--- src/core/pbp_pkg.sv ---
// Package for the eight-pin general-purpose port: register map, reset values, widths.
// Assumes an Avalon-MM slave with byte addresses and 32-bit data.
package pbp_pkg;
  // Register byte addresses (printed offsets are halfword aligned)
  localparam logic [15:0] PBP_DIR_OFS   = 16'hFFD4;  // Direction select, write only
  localparam logic [15:0] PBP_LATCH_OFS = 16'hFFD6;  // Output latch
  // Offsets of the control register holding selection hooks
  localparam logic [15:0] PBP_CTRL_OFS  = 16'hFFD8;  // Pattern, trigger, chip select enables
  localparam logic [15:0] PBP_RDBK_OFS  = 16'hFFDC;  // Read back of direction (diagnostic)
  // Reset values
  localparam logic [7:0]  PBP_DIR_RST   = 8'h00;
  localparam logic [7:0]  PBP_LATCH_RST = 8'h00;
  localparam logic [7:0]  PBP_PAT_RST   = 8'h00;
  // Value every bit returns when the direction register is read
  localparam logic [7:0]  PBP_DIR_READ  = 8'hFF;
  // Field positions inside the control register
  localparam int          PBP_CTRL_PAT_LSB = 0;   // Pattern enable bits 7:0
  localparam int          PBP_CTRL_TRG_BIT = 8;   // A/D trigger enable
  localparam int          PBP_CTRL_CS_BIT  = 9;   // Chip-select output enable
  // Pin positions
  localparam int          PBP_TRIG_PIN  = 7;
  localparam int          PBP_CS_PIN    = 6;
  // Operating mode in which chip select is not offered
  localparam logic [2:0]  PBP_MODE_SINGLE = 3'h7;
  // Bus answer latency in cycles for a read (registered answer)
  localparam int          PBP_RD_LAT    = 1;
  // Bus state
  typedef enum logic [0:0] {PBP_IDLE, PBP_ANSWER} pbp_bus_type;
endpackage : pbp_pkg

--- src/core/pbp_pin_if.sv ---
// Interface carrying per-pin selection between the port core and its pin mux.
// Assumes one clock domain; signals are combinational from registered sources.
`timescale 1ns/100ps
`default_nettype none
interface pbp_pin_if #(parameter int W = 8);
  logic [W-1:0] dir;       // Direction bits
  logic [W-1:0] latch;     // Output latch
  logic [W-1:0] pat_en;    // Pattern output enables
  logic [W-1:0] pat_val;   // Pattern values
  logic         cs_sel;    // Chip select owns pin 6
  logic         cs_val;    // Chip select level
  logic [W-1:0] drv_val;   // Resulting drive level
  logic [W-1:0] drv_en;    // Resulting drive enable
  modport core (output dir, latch, pat_en, pat_val, cs_sel, cs_val, input drv_val, drv_en);
  modport mux  (input dir, latch, pat_en, pat_val, cs_sel, cs_val, output drv_val, drv_en);
endinterface : pbp_pin_if
`default_nettype wire

--- src/core/pbp_pin_mux.sv ---
// Pin function selector: chooses latch or pattern for each pin, and chip select on pin 6.
// Assumes inputs are registered in the port core.
`timescale 1ns/100ps
`default_nettype none
module pbp_pin_mux
  import pbp_pkg::*;
#(
  parameter int W = 8
) (
  pbp_pin_if.mux pins
);
  // One selector per pin
  for (genvar i = 0; i < W; i++) begin : g_pin
    if (i == PBP_CS_PIN) begin : g_cs
      assign pins.drv_en[i]  = pins.cs_sel | pins.dir[i];
      assign pins.drv_val[i] = pins.cs_sel ? pins.cs_val :
                               (pins.pat_en[i] ? pins.pat_val[i] : pins.latch[i]);
    end else begin : g_gp
      assign pins.drv_en[i]  = pins.dir[i];
      assign pins.drv_val[i] = pins.pat_en[i] ? pins.pat_val[i] : pins.latch[i];
    end
  end
endmodule : pbp_pin_mux
`default_nettype wire

--- src/core/pbp_port.sv ---
// Eight-pin general-purpose port with direction and output latch registers.
// Assumes Avalon-MM master per its spec; pin inputs synchronous to core_clk.
//
// Notes on behaviour
// - Reset or hardware standby makes pins inputs
// - Direction bit 1 output, 0 input
// - Direction register reads as all ones
// - Direction clears on reset and hardware standby, holds in software standby
// - Software standby keeps outputs driven
// - Eight-bit read/write output latch
// - Output pins read back latch value
// - Input pins read back pin level
// - Latch clears on reset and hardware standby, holds in software standby
// - Pins shared with peripheral functions
// - Chip select on pin 6 only modes 1-6
// - Unclaimed pins are plain GPIO
// - Pattern enable selects pattern over latch
// - Pin 7 feeds A/D trigger when enabled
`timescale 1ns/100ps
`default_nettype none
module pbp_port
  import pbp_pkg::*;
#(
  parameter int W = 8
) (
  input  wire logic        core_clk,
  input  wire logic        nrst,
  input  wire logic        clk_en,
  input  wire logic        hw_standby,
  input  wire logic        sw_standby,
  input  wire logic [2:0]  op_mode,
  input  wire logic [15:0] avs_address,
  input  wire logic        avs_read,
  input  wire logic        avs_write,
  input  wire logic [31:0] avs_writedata,
  input  wire logic [3:0]  avs_byteenable,
  output logic [31:0]      avs_readdata,
  output logic             avs_waitrequest,
  output logic [1:0]       avs_response,
  input  wire logic [W-1:0] pin_in,
  output logic [W-1:0]     pin_out,
  output logic [W-1:0]     pin_oe,
  input  wire logic [W-1:0] pattern_value,
  input  wire logic        chip_select_seven,
  output logic             adc_external_trigger,
  output logic             dma_request_ch0,
  output logic             dma_request_ch1,
  output logic [W-1:0]     timer_capture_in
);
  // Elaboration check: the map and pin positions assume eight pins
  if (W != 8) begin : g_bad_width
    $error("pbp_port supports only W = 8");
  end

  pbp_pin_if #(.W(W)) pins ();  // Core-to-mux carrier

  logic [W-1:0]  dir_r;        // Direction select
  logic [W-1:0]  latch_r;      // Output latch
  logic [W-1:0]  pat_en_r;     // Pattern enables
  logic          trg_en_r;     // A/D trigger enable
  logic          cs_en_r;      // Chip-select enable
  pbp_bus_type   bus_r;        // Bus answer state
  logic [31:0]   rdata_nxt;    // Read data to register
  logic [1:0]    resp_nxt;     // Response to register
  logic          hit_dir;      // Address decodes
  logic          hit_latch;
  logic          hit_ctrl;
  logic          hit_rdbk;
  logic          wr_seen;      // Write first seen while idle
  logic          wr_take;      // Write completes this edge
  logic          rd_take;      // Read accepted this edge
  logic [W-1:0]  port_read;    // Port read value

  // Address decode
  assign hit_dir   = (avs_address == PBP_DIR_OFS);
  assign hit_latch = (avs_address == PBP_LATCH_OFS);
  assign hit_ctrl  = (avs_address == PBP_CTRL_OFS);
  assign hit_rdbk  = (avs_address == PBP_RDBK_OFS);

  // Every request is first seen in idle with waitrequest high
  assign wr_seen = clk_en & avs_write & ~avs_read & (bus_r == PBP_IDLE);
  // Read data are registered when seen and stand when waitrequest drops
  assign rd_take = clk_en & avs_read & ~avs_write & (bus_r == PBP_IDLE);
  // A write lands only at the edge where the master samples waitrequest low
  assign wr_take = clk_en & avs_write & ~avs_read & (bus_r == PBP_ANSWER);

  // Direction register
  always_ff @(posedge core_clk or negedge nrst) begin
    if (!nrst) begin
      dir_r <= PBP_DIR_RST;
    end else if (clk_en) begin
      if (hw_standby) begin
        dir_r <= PBP_DIR_RST;
      end else if (wr_take && hit_dir && avs_byteenable[0] && !sw_standby) begin
        dir_r <= avs_writedata[W-1:0];
      end
    end
  end

  // Output latch
  always_ff @(posedge core_clk or negedge nrst) begin
    if (!nrst) begin
      latch_r <= PBP_LATCH_RST;
    end else if (clk_en) begin
      if (hw_standby) begin
        latch_r <= PBP_LATCH_RST;
      end else if (wr_take && hit_latch && avs_byteenable[0] && !sw_standby) begin
        latch_r <= avs_writedata[W-1:0];
      end
    end
  end

  // Selection hooks for shared functions
  always_ff @(posedge core_clk or negedge nrst) begin
    if (!nrst) begin
      pat_en_r <= PBP_PAT_RST;
      trg_en_r <= 1'b0;
      cs_en_r  <= 1'b0;
    end else if (clk_en) begin
      if (hw_standby) begin
        pat_en_r <= PBP_PAT_RST;
        trg_en_r <= 1'b0;
        cs_en_r  <= 1'b0;
      end else if (wr_take && hit_ctrl && !sw_standby) begin
        // Byte lane 0 holds pattern enables
        if (avs_byteenable[0]) begin
          pat_en_r <= avs_writedata[PBP_CTRL_PAT_LSB +: W];
        end
        // Byte lane 1 holds trigger and chip-select enables
        if (avs_byteenable[1]) begin
          trg_en_r <= avs_writedata[PBP_CTRL_TRG_BIT];
          cs_en_r  <= avs_writedata[PBP_CTRL_CS_BIT];
        end
      end
    end
  end

  // Signals to the pin selector
  assign pins.dir     = dir_r;
  assign pins.latch   = latch_r;
  assign pins.pat_en  = pat_en_r & dir_r;
  assign pins.pat_val = pattern_value;
  // no chip select in mode 7
  assign pins.cs_sel  = cs_en_r & (op_mode != PBP_MODE_SINGLE) & (op_mode != 3'h0);
  assign pins.cs_val  = chip_select_seven;

  pbp_pin_mux #(.W(W)) u_mux (
    .pins (pins.mux)
  );

  assign port_read = (dir_r & latch_r) | (~dir_r & pin_in);

  // Read data selection
  always_comb begin
    rdata_nxt = 32'h0000_0000;
    resp_nxt  = 2'h0;
    if (hit_dir) begin
      rdata_nxt[W-1:0] = PBP_DIR_READ;
    end else if (hit_latch) begin
      rdata_nxt[W-1:0] = port_read;
    end else if (hit_ctrl) begin
      rdata_nxt[PBP_CTRL_PAT_LSB +: W] = pat_en_r;
      rdata_nxt[PBP_CTRL_TRG_BIT]      = trg_en_r;
      rdata_nxt[PBP_CTRL_CS_BIT]       = cs_en_r;
    end else if (hit_rdbk) begin
      rdata_nxt[W-1:0] = dir_r;
    end else begin
      // Unmapped address: slave error, data zero
      resp_nxt = 2'h2;
    end
  end

  // Bus answer: waitrequest high on read's first cycle, low when data stands
  always_ff @(posedge core_clk or negedge nrst) begin
    if (!nrst) begin
      bus_r <= PBP_IDLE;
    end else if (clk_en) begin
      unique case (bus_r)
        PBP_IDLE:   bus_r <= (rd_take | wr_seen) ? PBP_ANSWER : PBP_IDLE;
        PBP_ANSWER: bus_r <= PBP_IDLE;
      endcase
    end
  end

  // Registered read data and response
  always_ff @(posedge core_clk or negedge nrst) begin
    if (!nrst) begin
      avs_readdata <= 32'h0000_0000;
      avs_response <= 2'h0;
    end else if (clk_en) begin
      if (rd_take) begin
        avs_readdata <= rdata_nxt;
        avs_response <= resp_nxt;
      end else if (wr_seen) begin
        avs_response <= resp_nxt;
      end
    end
  end

  // Waitrequest: high by default, low only in the cycle in which the answer stands
  always_ff @(posedge core_clk or negedge nrst) begin
    if (!nrst) begin
      avs_waitrequest <= 1'b1;
    end else if (clk_en) begin
      avs_waitrequest <= ~(rd_take | wr_seen);
    end
  end

  // Pin drive registers
  always_ff @(posedge core_clk or negedge nrst) begin
    if (!nrst) begin
      pin_oe  <= '0;
      pin_out <= '0;
    end else if (clk_en) begin
      if (hw_standby) begin
        pin_oe  <= '0;
        pin_out <= '0;
      end else if (!sw_standby) begin
        pin_oe  <= pins.drv_en;
        pin_out <= pins.drv_val;
      end
    end
  end

  // Peripheral inputs taken from the pins
  always_ff @(posedge core_clk or negedge nrst) begin
    if (!nrst) begin
      adc_external_trigger <= 1'b0;
      dma_request_ch0      <= 1'b0;
      dma_request_ch1      <= 1'b0;
      timer_capture_in     <= '0;
    end else if (clk_en) begin
      adc_external_trigger <= trg_en_r & pin_in[PBP_TRIG_PIN];
      dma_request_ch0      <= pin_in[PBP_CS_PIN];
      dma_request_ch1      <= pin_in[PBP_TRIG_PIN];
      timer_capture_in     <= pin_in;
    end
  end
endmodule : pbp_port
`default_nettype wire

--- config.mk ---
export PLATFORM = sky130hd
export DESIGN_NAME = pbp_port
export DESIGN_NICKNAME = d
export VERILOG_FILES = /design/src/core/pbp_pkg.sv /design/src/core/pbp_pin_if.sv /design/src/core/pbp_pin_mux.sv /design/src/core/pbp_port.sv
export SDC_FILE = /design/constraint.sdc
export NUM_CORES = 1
export LEC_CHECK = 0
export BUFFER_PORTS_ARGS = -buffer_cell sky130_fd_sc_hd__buf_2
export CAP_MARGIN = 10
export CORE_MARGIN = 2
export CORE_UTILIZATION = 52
export DETAILED_ROUTE_END_ITERATION = 7
export GPL_TIMING_DRIVEN = 0
export PLACE_DENSITY = 0.86
export SETUP_SLACK_MARGIN = 0.1
export SLEW_MARGIN = 10
export SYNTH_ARGS = -nofsm -noshare
export SYNTH_HDL_FRONTEND = slang
export SYNTH_HIERARCHICAL = 1
export SYNTH_SLANG_ARGS = --single-unit
--- constraint.sdc ---
create_clock -name core_clk -period 4 [get_ports core_clk]
set_clock_uncertainty 0.15 [all_clocks]
set_input_delay 0 -clock core_clk [delete_from_list [all_inputs] [get_ports core_clk]]
set_output_delay 0 -clock core_clk [all_outputs]
set_load 0.01 [all_outputs]
# Yosys cells after proc, flatten, opt, wreduce, memory -nomap -nowiden
# Index checks and enable logic that the tools add are counted.
[totals] register_bits=67 latch_bits=0 ramBits=0 rom_bits=0 input_bits=79 output_inout_bits=62 n_memories=0
[op_classes] addsub=0 n_mul=0 div_mod_pow=0 magnitude_cmp=0 eq_ne=6 n_shift=0 n_mux=41 bitwise=21 n_reduce_logical=23
[ops] cell="8-bit two-way mux" count=15
[ops] cell="16-bit equality test, second input constant" count=4
[ops] cell="8-bit AND" count=3
[ops] cell="2-bit two-way mux" count=9
[ops] cell="1-bit two-way mux" count=16
[ops] cell="2-bit nonzero test" count=6
[ops] cell="1-bit AND" count=10
[ops] cell="2-bit AND reduction" count=5
[ops] cell="1-bit logical AND" count=8
[ops] cell="8-bit inverter" count=1
[ops] cell="8-bit bitwise OR" count=1
[ops] cell="3-bit AND reduction" count=2
[ops] cell="1-bit inverter" count=4
[ops] cell="3-bit != test, second input constant" count=1
[ops] cell="3-bit nonzero test" count=1
[ops] cell="2-bit != test, second input constant" count=1
[ops] cell="1-bit bitwise OR" count=2
[ops] cell="1-bit case mux with 2 select lines" count=1
[ops] cell="1-bit zero test" count=1

# Logic depth before layout (Yosys ltp)
[depth] depth_word=8 depth_mapped=7 mapped_depth_nobuf=6

# Cells and area by module
# The synthesis kept the hierarchy.
[by_module_without_submodules] mod="pbp_port" n_inst=1 cells_each=324 area_each_um2=3181.8 seq_area_each_um2=1602.8
[by_module_without_submodules] mod="pbp_pin_mux" n_inst=1 cells_each=18 area_each_um2=182.7 seq_area_each_um2=0.0

# Least setup slack after synthesis
# No wires, ideal clock.
[synth_path] path_type="register to register" startpoint="reg bus_r" endpoint="reg dir_r[0]" setup_ps=67 arrival_ps=1604 required_ps=3783 slack_ps=2179 stages_incl_launch_ff=6 path_buffers=0 period_less_slack_ps=1821 path_cell_list="dfrtp_1 nand4b_1 nor4_4 nand2_2 nor4_4 a22o_1"
[synth_between] elab_chain_cells=6
[synth_rtl] item="from (decl)" line_no="pbp_port.sv:62" text="pbp_bus_type bus_r;"
[synth_rtl] item="from (signal assigned)" line_no="pbp_port.sv:179" text="PBP_IDLE: bus_r <= (rd_take | wr_seen) ? PBP_ANSWER : PBP_IDLE;"
[synth_rtl] item="1-bit AND" line_no="pbp_port.sv:85" text="assign wr_take = clk_en & avs_write & ~avs_read & (bus_r == PBP_ANSWER);"
[synth_rtl] item="1-bit logical AND (3 in a row)" line_no="pbp_port.sv:94" text="end else if (wr_take && hit_dir && avs_byteenable[0] && !sw_standby) begin"
[synth_rtl] item="2-bit nonzero test (no line)"
[synth_rtl] item="2-bit AND reduction (no line)"
[synth_rtl] item="to (signal assigned)" line_no="pbp_port.sv:95" text="dir_r <= avs_writedata[W-1:0];"
[synth_rtl] item="to (decl)" line_no="pbp_port.sv:57" text="logic [W-1:0] dir_r;"
# No other way between the ends.
# A chain may end at the register's enable or synchronous reset.

# Worst setup path after layout
[layout_path] startpoint="in avs_read" endpoint="reg dir_r[6]"
[layout_between] elab_chain_cells=8
[layout_rtl] item="from (decl)" line_no="pbp_port.sv:33" text="input wire logic avs_read,"
[layout_rtl] item="1-bit inverter" line_no="pbp_port.sv:85"
[layout_rtl] item="1-bit AND (2 in a row)" line_no="pbp_port.sv:85"
[layout_rtl] item="1-bit logical AND (3 in a row)" line_no="pbp_port.sv:94"
[layout_rtl] item="2-bit nonzero test (no line)"
[layout_rtl] item="2-bit AND reduction (no line)"
# No other way between the ends.

==> metrics.cfg <==
[synth]
ys_seq_area_share_pct = 47.6
synth_area_sq_mm = 0.00336
synth_xor_area_share_pct = 0.260
synth_area_leaders = dfrtp_1 47%, buf_4 7.1%, nand2_1 6.6%
synth_ff_type = dfrtp_1
synthSimpleGateAreaFrac_pct = 17.5
synthAdderAreaFrac_pct = 0
netlist.area_leader.share_pct = 46.9
synth.avg_cell_area_sq_um = 9.84
yosys_register_bits = 64
synth_cells = 342
synth.area.mux_share_pct = 7.62
synth_edf_count = 0
synth_cell_types = 46
synth_top_family_by_area = simple AND/OR/NAND/NOR gates
synth_compound_area_share_pct = 16.8
synth_top_area_cell = dfrtp_1
yosys_warnings = 6
postSynth.asyncResetShare_pct = 100

[run]
drv_cap = 0

[routing]
avgRoutedWirePerCell_um = 15.2
drc = 0
ant_nets = 0
avgViaCountPerCell = 5.29
totalWireLength_um = 8930
first_pass_iters = 4
drt_iter0_markers = 187
vias = 3101

[final_layout]
diodes = 0
area_growth_pct = 37.9
stdcell_count = 586
layout_common_cells = 92 x buf_2, 63 x dfrtp_1, 59 x nand2_1
final_common_cell = buf_2
final_layout_size_suffix_gt1_share_pct = 32.8
nets = 583

[min_path]
min_to = avs_readdata[9]
hold_start = avs_address[2]
min_delay_path_depth = 4
hp-class = primary input to register

[floorplan]
io_pins = 141
die_width_um = 84.4
start_util_pct = 53.3
num_rows = 29
design.core.area_sq_mm = 0.00631
design.die.area_sq_mm = 0.00713
die_y_um = 84.4

[pwr]
switching_share_pct = 23.5
p_clk_share_pct = 43.1
power_frac_seq_pct = 42.2
ir_drop_mv = 0.276
power.internal_mw = 1.26
leakagePower_nw = 2.26
combPwrFrac_pct = 14.7
power_density_mw_per_mm2 = 354
p_sw_mw = 0.387

[run_status]
status = completed

[placed_design]
numPortBuffers = 92
pre_cts_ws_ns = 1.83
globalplace.congestion = 0.877
dp_cells = 533
hpwl_um = 6210

[timing]
drv_slew = 0
tightest_slew_ns = 0.771
setup_ws_ns = 1.24
slew_headroom_pct = 48.6
setup_viol = 0
setup_tns_ns = 0
rsz0062_at_grt = no
final_hold_viol_count = 0
fin_crit_sh_pct = 69.0
finalCriticalPeriod_ns = 2.76
fmax_mhz = 362
whs_ns = 0.0277

[setup_path]
cp.arrival_ns = 2.88
reg2reg_from = bus_r
required_ns = 4.12
r2r_slack_ns = 1.25
reg2reg_depth = 6
endpoint_kind = register
critPathLaunchType = primary input
r2r-end = dir_r[6]
cp_max_fo = 7
crit_type = primary input to register

[clock_network]
numCtsBuffers = 9
htreeDepth = 3
cts_tree = yes
cts.sinks = 64
worstSkewPairLatency_ns = 0.33
cts_buffer_depth = 2
post_cts_buffers = 0
clkTransAtPathRegs_ns = 0.07
cts_root_buf = clkbuf_8

[global_routing]
grt.total_usage_pct = 25.9
grt_pass1_wl_um = 14600
grt_max_degree = 65
overflow = 0
antenna_found_initial = 0
grt_pass1_vias = 3169

-- critical path: stages --
cell and delay (ns):
dlygate4sd3_1 0.54, buf_2 0.15, nand4b_1 0.28, nor4_4 0.44
nand2_2 0.17, nor4_4 0.51, a22o_1 0.22, dlygate4sd3_1 0.57
-- metrics by stage --
step | power (mW) | area [sq um] | utilization, %
floorplan | 0.820 | 3450 | -
global placement | 0.908 | 4000 | 63.4
detailed placement | 0.914 | 4010 | 63.5
CTS | 1.65 | 4640 | 73.5
global route | 1.72 | 4640 | 73.5
finish | 1.65 | 4640 | 73.5
-- synthesized netlist by cell type (3+ instances only) --
cell	instances
a21oi_1	17
a22o_1	21
a32o_1	6
and2_1	10
and3_1	4
buf_4	32
clkbuf_1	11
dfrtp_1	63
inv_1	12
mux2_2	9
mux2_4	7
mux2i_1	5
nand2_1	59
nand2b_1	3
nand3_1	4
nor2_1	14
nor3_1	3
nor4_4	3
o21ai_0	25
o21ai_1	3
-- cell families after synthesis --
group / after synthesis
simple gates: 113
flops: 64
buf+inv: 58
other cells: 1
mux: 21
xor+xnor: 1
compound gates: 84
-- per-layer routing --
metal  vias to the layer above  wire length [um]  global-route usage, %
li1                       1469                 -                      -
met2                       171              4200                   42.1
met5                         -                 0                      0
met4                         0               374                   14.1
met3                        46               740                   7.96
met1                      1415              3620                   30.8
-- state kept, by name (all words and copies together) (netlist names), 7 cells and up --
name,cells
pin_oe,8
avs_readdata,10
latch_r,8
pat_en_r,8
dir_r,8
pin_out,8
timer_capture_in,7
-- worst max-delay path by stage --
stage / endpoint / depth (start not counted) / startpoint / slack (ns)
after floorplan: dir_r[0] / 5 / bus_r / 2.18
after global placement: latch_r[1] / 5 / bus_r / 1.94
after detailed placement: latch_r[1] / 5 / bus_r / 1.83
after CTS: dir_r[6] / 6 / bus_r / 1.33
after global routing: dir_r[6] / 6 / bus_r / 1.11
final: dir_r[6] / 8 / avs_read / 1.24
-- area by class of cell --
cell class              instances  area [sq um]
flip-flops and latches         64          1600
fillers                       432          1670
clock buffers                  12           165
repair buffers                129           833
inverters                      12          45.0
multi-input cells             242          1500
clock inverters                 4          98.8
plain buffers                  46           295
well taps                      77          96.3
-- power groups by stage --
stage / sequential, mW / clock, mW / combinational (mW)
finish: 0.694 / 0.709 / 0.242
floorplan: 0.719 / 0 / 0.101
detailed placement: 0.706 / 0 / 0.208
CTS: 0.694 / 0.717 / 0.240
global route: 0.698 / 0.752 / 0.265
global placement: 0.705 / 0 / 0.203
-- what timing repair did --
action | 4_1_cts | 5_1_grt
hold buffers | 37 | 0
endpoints found under the hold margin | 110 | 0
resized for setup | 0 | 0
(Power assumes the default switching activity.)
